`config.mk`:
```
export PLATFORM = sky130hd
export DESIGN_NAME = sira_top
export DESIGN_NICKNAME = d
export VERILOG_FILES = /design/src/rtl/sira_pkg.sv /design/src/rtl/sira_top.sv
export SDC_FILE = /design/constraint.sdc
export NUM_CORES = 1
export LEC_CHECK = 0
export BUFFER_PORTS_ARGS = -buffer_cell sky130_fd_sc_hd__buf_2
export CAP_MARGIN = 20
export CORE_MARGIN = 4
export CORE_UTILIZATION = 55
export CTS_BUF_LIST = sky130_fd_sc_hd__clkbuf_4 sky130_fd_sc_hd__clkbuf_8
export CTS_CLUSTER_SIZE = 12
export DETAILED_ROUTE_END_ITERATION = 16
export GPL_TIMING_DRIVEN = 0
export PLACE_DENSITY = 0.92
export SYNTH_ARGS = -nofsm -noshare
export SYNTH_HDL_FRONTEND = slang
export SYNTH_SLANG_ARGS = --single-unit
```
`constraint.sdc`:
```
create_clock -name aclk -period 4.87 [get_ports aclk]
set_input_delay 0.974 -clock aclk [delete_from_list [all_inputs] [get_ports aclk]]
set_output_delay 0.974 -clock aclk [all_outputs]
set_load 0.01 [all_outputs]
```
`src/rtl/sira_pkg.sv`:
```
/*
 * Constants and carrier types for the indirect fabric register port.
 * Assumes a 32-bit AXI4-Lite host bus and a fabric that answers each
 * request with a one-cycle acknowledge.
 */
package sira_pkg;
    localparam int unsigned      ADDR_W      = 12;
    localparam logic [11:0]      OFF_DATA    = 12'h1ac;    // Data window
    localparam logic [11:0]      OFF_CMD     = 12'h1b0;    // Command word
    localparam logic [31:0]      DATA_RESET  = 32'h00000000;
    localparam int unsigned      BIT_BUSY    = 31;
    localparam int unsigned      BIT_RNW     = 30;
    localparam int unsigned      BIT_INC     = 29;
    localparam int unsigned      BIT_DEC     = 28;
    localparam int unsigned      LANE_LO     = 16;
    localparam logic [15:0]      INDEX_STEP  = 16'h0001;
    localparam logic [1:0]       RESP_OKAY   = 2'h0;
    localparam logic [1:0]       RESP_SLVERR = 2'h2;

    // Step applied to the target index
    typedef enum logic [1:0] {STEP_NONE, STEP_UP, STEP_DOWN} sira_step_t;

    // Request toward the fabric register space
    typedef struct packed {
        logic        write;     // 1 = write, 0 = read
        logic [15:0] index;     // Target register index
        logic [31:0] wdata;     // Write value
        logic [3:0]  lanes;     // Byte lanes to update
    } sira_fab_req_t;

    // Answer from the fabric
    typedef struct packed {
        logic        ack;       // One-cycle completion pulse
        logic [31:0] rdata;     // Read value, valid with ack
    } sira_fab_rsp_t;
endpackage

```
`src/rtl/sira_top.sv`:
```
/*
 * Indirect access port: host registers over AXI4-Lite, one fabric
 * access at a time toward the switch register space.
 * Assumes the fabric holds off ack until the access is done and
 * never acks without a pending request.
 */
// Our own choice: the AXI4-Lite register port.
`timescale 1ns/1ps
module sira_top (
    // Clock and reset
    input  wire logic                  aclk,
    input  wire logic                  aresetn,
    // AXI4-Lite write address and data
    input  wire logic [11:0]           s_axi_awaddr,
    input  wire logic                  s_axi_awvalid,
    output logic                       s_axi_awready,
    input  wire logic [31:0]           s_axi_wdata,
    input  wire logic [3:0]            s_axi_wstrb,
    input  wire logic                  s_axi_wvalid,
    output logic                       s_axi_wready,
    // AXI4-Lite write response
    output logic [1:0]                 s_axi_bresp,
    output logic                       s_axi_bvalid,
    input  wire logic                  s_axi_bready,
    // AXI4-Lite read
    input  wire logic [11:0]           s_axi_araddr,
    input  wire logic                  s_axi_arvalid,
    output logic                       s_axi_arready,
    output logic [31:0]                s_axi_rdata,
    output logic [1:0]                 s_axi_rresp,
    output logic                       s_axi_rvalid,
    input  wire logic                  s_axi_rready,
    // Fabric side
    output logic                       fab_req_valid,
    output sira_pkg::sira_fab_req_t    fab_req,
    input  wire sira_pkg::sira_fab_rsp_t fab_rsp
);

    typedef enum logic {ST_IDLE, ST_BUSY} sira_state_t;

    sira_state_t          state_ff;          // Busy flag is this state
    logic [31:0]          wr_data_ff;        // Last host-written data
    logic [31:0]          fab_data_ff;       // Last fabric read value
    logic                 rnw_ff;            // Read-not-write select
    logic                 inc_ff;            // Step-up enable
    logic                 dec_ff;            // Step-down enable
    logic [3:0]           lanes_ff;          // Lane write mask
    logic [15:0]          index_ff;          // Target register index
    logic                 op_write_ff;       // Kind of pending access
    sira_pkg::sira_step_t step_ff;           // Step due at completion
    // AXI holding registers
    logic                 aw_got_ff;
    logic                 w_got_ff;
    logic [11:0]          awaddr_ff;
    logic [31:0]          wdata_ff;
    logic [3:0]           wstrb_ff;
    logic                 bvalid_ff;
    logic [1:0]           bresp_ff;
    logic                 rvalid_ff;
    logic [31:0]          rdata_ff;
    logic [1:0]           rresp_ff;

    // Merge write data by byte strobe
    function automatic logic [31:0] merge(input logic [31:0] old,
                                          input logic [31:0] nw,
                                          input logic [3:0]  strb);
        logic [31:0] res;
        res = old;
        for (int i = 0; i < 4; i++) begin
            if (strb[i]) begin
                res[i*8 +: 8] = nw[i*8 +: 8];
            end
        end
        return res;
    endfunction

    // Handshake and decode
    wire busy        = (state_ff == ST_BUSY);
    wire aw_hs       = s_axi_awvalid && s_axi_awready;
    wire w_hs        = s_axi_wvalid && s_axi_wready;
    wire ar_hs       = s_axi_arvalid && s_axi_arready;
    wire do_write    = aw_got_ff && w_got_ff && !bvalid_ff;
    wire wr_is_data  = (awaddr_ff[11:2] == sira_pkg::OFF_DATA[11:2]);
    wire wr_is_cmd   = (awaddr_ff[11:2] == sira_pkg::OFF_CMD[11:2]);
    wire rd_is_data  = (s_axi_araddr[11:2] == sira_pkg::OFF_DATA[11:2]);
    wire rd_is_cmd   = (s_axi_araddr[11:2] == sira_pkg::OFF_CMD[11:2]);
    wire step_en     = inc_ff || dec_ff;
    // Increment has precedence over decrement
    wire sira_pkg::sira_step_t step_dir = inc_ff ? sira_pkg::STEP_UP :
                                          (dec_ff ? sira_pkg::STEP_DOWN
                                                  : sira_pkg::STEP_NONE);

    // Writes are dropped while busy so no register moves mid-access
    wire cmd_wr      = do_write && wr_is_cmd && !busy;
    wire data_wr     = do_write && wr_is_data && !busy;
    wire [31:0] cmd_old = {1'b0, rnw_ff, inc_ff, dec_ff, 8'h00, lanes_ff, index_ff};
    wire [31:0] cmd_new = merge(cmd_old, wdata_ff, wstrb_ff);
    wire go_cmd      = cmd_wr && wstrb_ff[3] && wdata_ff[sira_pkg::BIT_BUSY];
    // Data access launches only with a stepping enable set
    wire go_dwr      = data_wr && step_en;
    wire go_drd      = ar_hs && rd_is_data && step_en && !busy
                       && !go_cmd && !go_dwr;
    wire launch      = go_cmd || go_dwr || go_drd;
    // Direction of the launched access
    wire launch_wr   = go_dwr || (go_cmd && !cmd_new[sira_pkg::BIT_RNW]);
    wire done        = busy && fab_rsp.ack;

    // Index stepped by one in either direction
    function automatic logic [15:0] stepped(input logic [15:0] idx,
                                            input sira_pkg::sira_step_t dir);
        case (dir)
            sira_pkg::STEP_UP:   stepped = idx + sira_pkg::INDEX_STEP;
            sira_pkg::STEP_DOWN: stepped = idx - sira_pkg::INDEX_STEP;
            default:             stepped = idx;
        endcase
    endfunction

    // Next index: command write, read-launch step, or write-done step
    wire [15:0] nxt_index = cmd_wr ? cmd_new[15:0] :
                            go_drd ? stepped(index_ff, step_dir) :
                            (done && op_write_ff) ? stepped(index_ff, step_ff) :
                            index_ff;

    // Read mux: data window shows fabric value only in read mode
    wire [31:0] data_view = rnw_ff ? fab_data_ff : wr_data_ff;
    wire [31:0] rd_mux    = rd_is_data ? data_view :
                            rd_is_cmd  ? {busy, cmd_old[30:0]} : 32'h00000000;

    // AXI ready terms: one item per channel held at a time
    assign s_axi_awready = !aw_got_ff && !bvalid_ff;
    assign s_axi_wready  = !w_got_ff && !bvalid_ff;
    assign s_axi_arready = !rvalid_ff;
    assign s_axi_bvalid  = bvalid_ff;
    assign s_axi_bresp   = bresp_ff;
    assign s_axi_rvalid  = rvalid_ff;
    assign s_axi_rdata   = rdata_ff;
    assign s_axi_rresp   = rresp_ff;

    // Fabric request from held command fields
    assign fab_req_valid = busy;
    assign fab_req.write = op_write_ff;
    assign fab_req.index = index_ff;
    assign fab_req.wdata = wr_data_ff;
    assign fab_req.lanes = lanes_ff;

    // AXI write channel capture and response
    always_ff @(posedge aclk) begin
        if (!aresetn) begin
            aw_got_ff <= 1'b0;
            w_got_ff  <= 1'b0;
            awaddr_ff <= 12'h000;
            wdata_ff  <= 32'h00000000;
            wstrb_ff  <= 4'h0;
            bvalid_ff <= 1'b0;
            bresp_ff  <= sira_pkg::RESP_OKAY;
        end else begin
            if (aw_hs) begin
                aw_got_ff <= 1'b1;
                awaddr_ff <= s_axi_awaddr;
            end
            if (w_hs) begin
                w_got_ff <= 1'b1;
                wdata_ff <= s_axi_wdata;
                wstrb_ff <= s_axi_wstrb;
            end
            if (do_write) begin
                // Both halves present: commit and answer
                aw_got_ff <= 1'b0;
                w_got_ff  <= 1'b0;
                bvalid_ff <= 1'b1;
                bresp_ff  <= (wr_is_data || wr_is_cmd) ? sira_pkg::RESP_OKAY
                                                       : sira_pkg::RESP_SLVERR;
            end else if (bvalid_ff && s_axi_bready) begin
                bvalid_ff <= 1'b0;
            end
        end
    end

    // AXI read channel: data captured at address handshake
    always_ff @(posedge aclk) begin
        if (!aresetn) begin
            rvalid_ff <= 1'b0;
            rdata_ff  <= 32'h00000000;
            rresp_ff  <= sira_pkg::RESP_OKAY;
        end else if (ar_hs) begin
            rvalid_ff <= 1'b1;
            rdata_ff  <= rd_mux;
            rresp_ff  <= (rd_is_data || rd_is_cmd) ? sira_pkg::RESP_OKAY
                                                   : sira_pkg::RESP_SLVERR;
        end else if (rvalid_ff && s_axi_rready) begin
            rvalid_ff <= 1'b0;
        end
    end

    // Command fields and host data
    always_ff @(posedge aclk) begin
        if (!aresetn) begin
            wr_data_ff <= sira_pkg::DATA_RESET;
            rnw_ff     <= 1'b0;
            inc_ff     <= 1'b0;
            dec_ff     <= 1'b0;
            lanes_ff   <= 4'h0;
            index_ff   <= 16'h0000;
        end else begin
            if (data_wr) begin
                wr_data_ff <= merge(wr_data_ff, wdata_ff, wstrb_ff);
            end
            if (cmd_wr) begin
                rnw_ff   <= cmd_new[sira_pkg::BIT_RNW];
                inc_ff   <= cmd_new[sira_pkg::BIT_INC];
                dec_ff   <= cmd_new[sira_pkg::BIT_DEC];
                lanes_ff <= cmd_new[sira_pkg::LANE_LO +: 4];
            end
            index_ff <= nxt_index;
        end
    end

    // Access sequencer: busy from launch until fabric ack
    always_ff @(posedge aclk) begin
        if (!aresetn) begin
            state_ff    <= ST_IDLE;
            op_write_ff <= 1'b0;
            step_ff     <= sira_pkg::STEP_NONE;
            fab_data_ff <= sira_pkg::DATA_RESET;
        end else begin
            case (state_ff)
                ST_IDLE: begin
                    if (launch) begin
                        state_ff    <= ST_BUSY;
                        op_write_ff <= launch_wr;
                        // Only data-write launches step after completion
                        step_ff     <= go_dwr ? step_dir : sira_pkg::STEP_NONE;
                    end
                end
                default: begin
                    if (fab_rsp.ack) begin
                        // Read value lands in the same edge busy drops
                        if (!op_write_ff) begin
                            fab_data_ff <= fab_rsp.rdata;
                        end
                        state_ff <= ST_IDLE;
                    end
                end
            endcase
        end
    end
endmodule // sira_top

```
==> tab_implementation.tex <==
\begin{tabular}{lr}
\hline
Metric & Value \\
\hline
\multicolumn{2}{l}{\textbf{Final layout}} \\
Synthesis-to-layout area growth & 19.7\% \\
Net count, final & 1315 \\
Most used cells in the layout excluding fill and tap cells & sky130\_fd\_sc\_hd\_\_nand2\_1, sky130\_fd\_sc\_hd\_\_buf\_2, sky130\_fd\_sc\_hd\_\_dfxtp\_1, sky130\_fd\_sc\_hd\_\_a21boi\_0, sky130\_fd\_sc\_hd\_\_clkbuf\_1 \\
Commonest non-fill, non-tap cell in the layout & sky130\_fd\_sc\_hd\_\_nand2\_1 \\
Ratio of cells with drive above 1 in the final layout & 19.3\% \\
\multicolumn{2}{l}{\textbf{Clock network}} \\
Worst-Skew Late Latency & 0.48 ns \\
Maximum clock path buffer count & 2 \\
Worst-path clk slew & 0.09 ns \\
\# hold bufs at CTS & 0 \\
Root Driver & sky130\_fd\_sc\_hd\_\_clkbuf\_8 \\
\# H-tree levels & 4 \\
Number of sinks driven by the clock tree & 175 \\
Post-CTS Setup Bufs & 0 \\
Post-cts sizing count & 0 \\
Clock tree from TritonCTS & yes \\
CTS buffer count & 17 \\
\multicolumn{2}{l}{\textbf{Routing}} \\
Number of vias in the routed layout & 8314 \\
DRT Wirelength & 25500 um \\
Wire length per cell & 18.1 um \\
Final ANT Viol Nets & 0 \\
DRC violation total after the first TritonRoute iteration & 905 \\
Via density per instance & 5.90 \\
Post-route DRC & 0 \\
First-pass DRT Iterations & 6 \\
\multicolumn{2}{l}{\textbf{Power}} \\
Sw Ratio & 24.6\% \\
Combinational fraction of design power & 7.4\% \\
Leak pwr & 3.79 nW \\
Total net switching power & 0.000695 W \\
Maximum ir drop on the vdd rail & 0.151 mV \\
Total power per unit cell area & 288 mW/mm\^{}2 \\
Portion of total power attributed to the clock network & 39.8\% \\
Fraction of power consumed by sequential logic & 52.8\% \\
Internal Power & 0.00213 W \\
\multicolumn{2}{l}{\textbf{GRT}} \\
Maximum number of pins on one net before global-route repair & 17 \\
Overall fraction of global-route tracks in use & 29.7\% \\
Total overflow reported by the global router & 0 \\
Global-route wire length before repair & 39000 um \\
Number of antenna violations at the first check in global routing & 1 \\
Via count of the first global-routing pass & 7763 \\
\multicolumn{2}{l}{\textbf{Die}} \\
Total core area & 0.0145 mm\^{}2 \\
Width of the die & 130 um \\
Count of boundary I/O pins & 195 \\
Site Rows & 44 \\
Die Ht & 130 um \\
Effective utilization at floorplan & 56.3\% \\
Die ar. & 0.0169 mm\^{}2 \\
\multicolumn{2}{l}{\textbf{STA}} \\
Max Freq & 292 MHz \\
Final setup skew & 0.0110 ns \\
Tcrit/Tclk final & 70.3\% \\
Worst-Margin Slew & 1.16 ns \\
Final number of setup-violating endpoints & 0 \\
Unrepaired setup endpoints after global routing & no \\
Final hold violation count & 0 \\
Tightest slew margin relative to the limit & 21.9\% \\
Hold Slack & 0.467 ns \\
Clock period minus worst slack & 3.42 ns \\
Summed negative setup slack over all endpoints & 0 ns \\
Max-slew violation count & 0 \\
\multicolumn{2}{l}{\textbf{Synth}} \\
Seq/Total Area, Yosys & 42.8\% \\
Count of flip-flops with a built-in enable after synthesis & 0 \\
Cells after synthesis & 1005 \\
Flip-flop and latch count after synthesis & 175 \\
Area of the mapped netlist & 0.00819 mm\^{}2 \\
Mapped Avg Cell Area & 8.15 um\^{}2 \\
Yosys Warn Count & 0 \\
Top FF cell, synth & sky130\_fd\_sc\_hd\_\_dfxtp\_1 \\
Cell variety after synth & 62 \\
Fraction of registers with async set/reset & 0\% \\
\multicolumn{2}{l}{\textbf{Worst setup path}} \\
Family with the most delay on the worst path & simple AND/OR/NAND/NOR gates \\
Slowest stage delay, CP & 0.68 ns \\
Data required, critical path & 5.30 ns \\
CP max stage cell & sky130\_fd\_sc\_hd\_\_nor4\_1 \\
Endpoint kind of the worst setup timing path & flip-flop \\
Critical setup path kind & in2reg \\
Crit Path Max Fanout & 10 \\
Buffer and inverter count on the worst path & 2 \\
Element type at the critical path start & input port \\
Cells traversed along the worst timing path & buf\_2 -> or4bb\_1 -> nor4\_1 -> o2111a\_1 -> o22ai\_1 -> clkbuf\_1 -> or3\_1 -> mux2i\_1 -> o21a\_1 \\
Data arrival time of the critical path & 3.86 ns \\
\multicolumn{2}{l}{\textbf{Outcome}} \\
Run status & finished clean \\
\multicolumn{2}{l}{\textbf{Place}} \\
Number of buffers added on ports & 187 \\
Half-perimeter wire length of the detailed placement result & 18800 um \\
Final weighted congestion of routability-driven global placement & 0.918 \\
\multicolumn{2}{l}{\textbf{Flow run}} \\
Number of violations of the max-capacitance limit & 0 \\
\multicolumn{2}{l}{\textbf{Worst hold path}} \\
Type of the most critical hold path & reg2reg \\
\hline
\end{tabular}
==> power by group through the flow <==
stage                     Sequential, W  Clock, W  Combinational (W)
after floorplan                 0.00152         0           0.000113
after global placement          0.00152         0           0.000200
after detailed placement        0.00152         0           0.000205
after CTS                       0.00149   0.00112           0.000206
after global routing            0.00149   0.00119           0.000230
final                           0.00149   0.00112           0.000209
==> synth_stat cells (2+ instances only) <==
cell | number | area share [%]
sky130_fd_sc_hd__o211a_1 | 2 | 0.24
sky130_fd_sc_hd__nor4b_1 | 4 | 0.43
sky130_fd_sc_hd__nand4_1 | 10 | 0.76
sky130_fd_sc_hd__inv_1 | 9 | 0.41
sky130_fd_sc_hd__nor2b_1 | 25 | 1.9
sky130_fd_sc_hd__a22oi_1 | 3 | 0.28
sky130_fd_sc_hd__nand2_1 | 293 | 13
sky130_fd_sc_hd__o211ai_1 | 4 | 0.37
sky130_fd_sc_hd__and4_1 | 2 | 0.21
sky130_fd_sc_hd__nor3b_1 | 2 | 0.18
sky130_fd_sc_hd__o21a_1 | 7 | 0.64
sky130_fd_sc_hd__nand3b_1 | 4 | 0.37
sky130_fd_sc_hd__a31oi_1 | 3 | 0.23
sky130_fd_sc_hd__clkbuf_1 | 71 | 3.3
sky130_fd_sc_hd__o221ai_1 | 2 | 0.21
sky130_fd_sc_hd__o22a_1 | 2 | 0.21
sky130_fd_sc_hd__nor2_1 | 44 | 2.0
sky130_fd_sc_hd__and2_1 | 16 | 1.2
sky130_fd_sc_hd__ha_1 | 3 | 0.46
sky130_fd_sc_hd__nand3_1 | 28 | 1.7
sky130_fd_sc_hd__nor4_1 | 8 | 0.61
sky130_fd_sc_hd__and3b_1 | 3 | 0.32
sky130_fd_sc_hd__a21boi_0 | 121 | 11
sky130_fd_sc_hd__and3_1 | 5 | 0.38
sky130_fd_sc_hd__or2_2 | 5 | 0.38
sky130_fd_sc_hd__or4_1 | 2 | 0.18
sky130_fd_sc_hd__buf_4 | 4 | 0.37
sky130_fd_sc_hd__o2bb2ai_1 | 3 | 0.32
sky130_fd_sc_hd__o22ai_1 | 3 | 0.23
sky130_fd_sc_hd__o21ai_0 | 16 | 0.98
sky130_fd_sc_hd__dfxtp_1 | 175 | 43
sky130_fd_sc_hd__nor3_1 | 6 | 0.37
sky130_fd_sc_hd__buf_1 | 2 | 0.092
sky130_fd_sc_hd__a21oi_1 | 4 | 0.24
sky130_fd_sc_hd__or3_1 | 11 | 0.84
sky130_fd_sc_hd__nand2b_1 | 6 | 0.46
sky130_fd_sc_hd__a221oi_1 | 23 | 2.5
sky130_fd_sc_hd__mux2i_1 | 49 | 6.0
sky130_fd_sc_hd__o31a_1 | 2 | 0.21
==> per-stage QoR <==
stage	area, um^2	cells	util (%)	total power, W	worst slack, ns
after global placement	9360	1377	64.4	0.00172	1.12
after global routing	9800	1408	67.4	0.00291	1.34
after CTS	9790	1407	67.4	0.00282	1.56
after detailed placement	9360	1377	64.4	0.00173	1.07
final	9800	1409	67.4	0.00283	1.45
after floorplan	8190	1006	-	0.00163	1.53
==> flip-flops by register name, summed over array words and instances, names as in the netlist, 4 cells and up <==
signal	flops
wdata_ff	32
wr_data_ff	32
awaddr_ff	10
s_axi_rdata	32
lanes_ff	4
fab_data_ff	32
index_ff	16
wstrb_ff	4
==> worst reg2reg max path: cells and delay by family (launching register included) <==
| kind | cells | cell delay [ns] |
|---|---|---|
| flip-flops | 1 | 0.36 |
| multiplexers | 1 | 0.16 |
| buffers and inverters | 2 | 0.63 |
| AND/OR/NAND/NOR | 3 | 1.26 |
| AO/OA/AOI/OAI | 3 | 0.77 |
==> logic make-up (layout without fill, tap and decap cells) <==
kind of cell	count (synthesis)	count (layout)	share of synthesized area [%]
flip-flops	175	175	42.8
AND/OR/NAND/NOR	484	484	27.0
multiplexers	49	49	5.99
XOR/XNOR	2	2	0.214
AO/OA/AOI/OAI	204	204	19.2
buffers and inverters	87	304	4.26
other	1	4	0.0458
adder cells (fa/ha/maj)	3	3	0.458
==> path summary, 6_finish.rpt <==
kind,endpoint,cells after the start,startpoint,slack (ns)
max,index_ff[14]$_SDFFE_PN0P_,9,s_axi_araddr[11],1.45
min,wdata_ff[21]$_SDFFE_PN0P_,2,wdata_ff[21]$_SDFFE_PN0P_,0.47
max reg2reg,index_ff[14]$_SDFFE_PN0P_,9,s_axi_rvalid$_SDFFE_PN0P_,1.67
min reg2reg,wdata_ff[21]$_SDFFE_PN0P_,2,wdata_ff[21]$_SDFFE_PN0P_,0.47
==> final cells by class <==
cell class              instances  area, um^2
well taps                     184         230
repair buffers                187         936
fillers                      1162        4740
flip-flops and latches        175        3500
diodes                          2        5.00
clock inverters                11         180
clock buffers                  19         255
plain buffers                  78         315
inverters                       9        33.8
multi-input cells             744        4340
==> per-layer routing <==
metal | vias up | global-route usage (%) | share of wire (%)
li1 | 3859 | - | -
met1 | 3873 | 37.0 | 39
met2 | 463 | 48.3 | 46
met3 | 119 | 8.23 | 11
met4 | 0 | 12.8 | 4.3
met5 | - | 0 | 0
No activity file was read; power rests on OpenSTA's default activity.
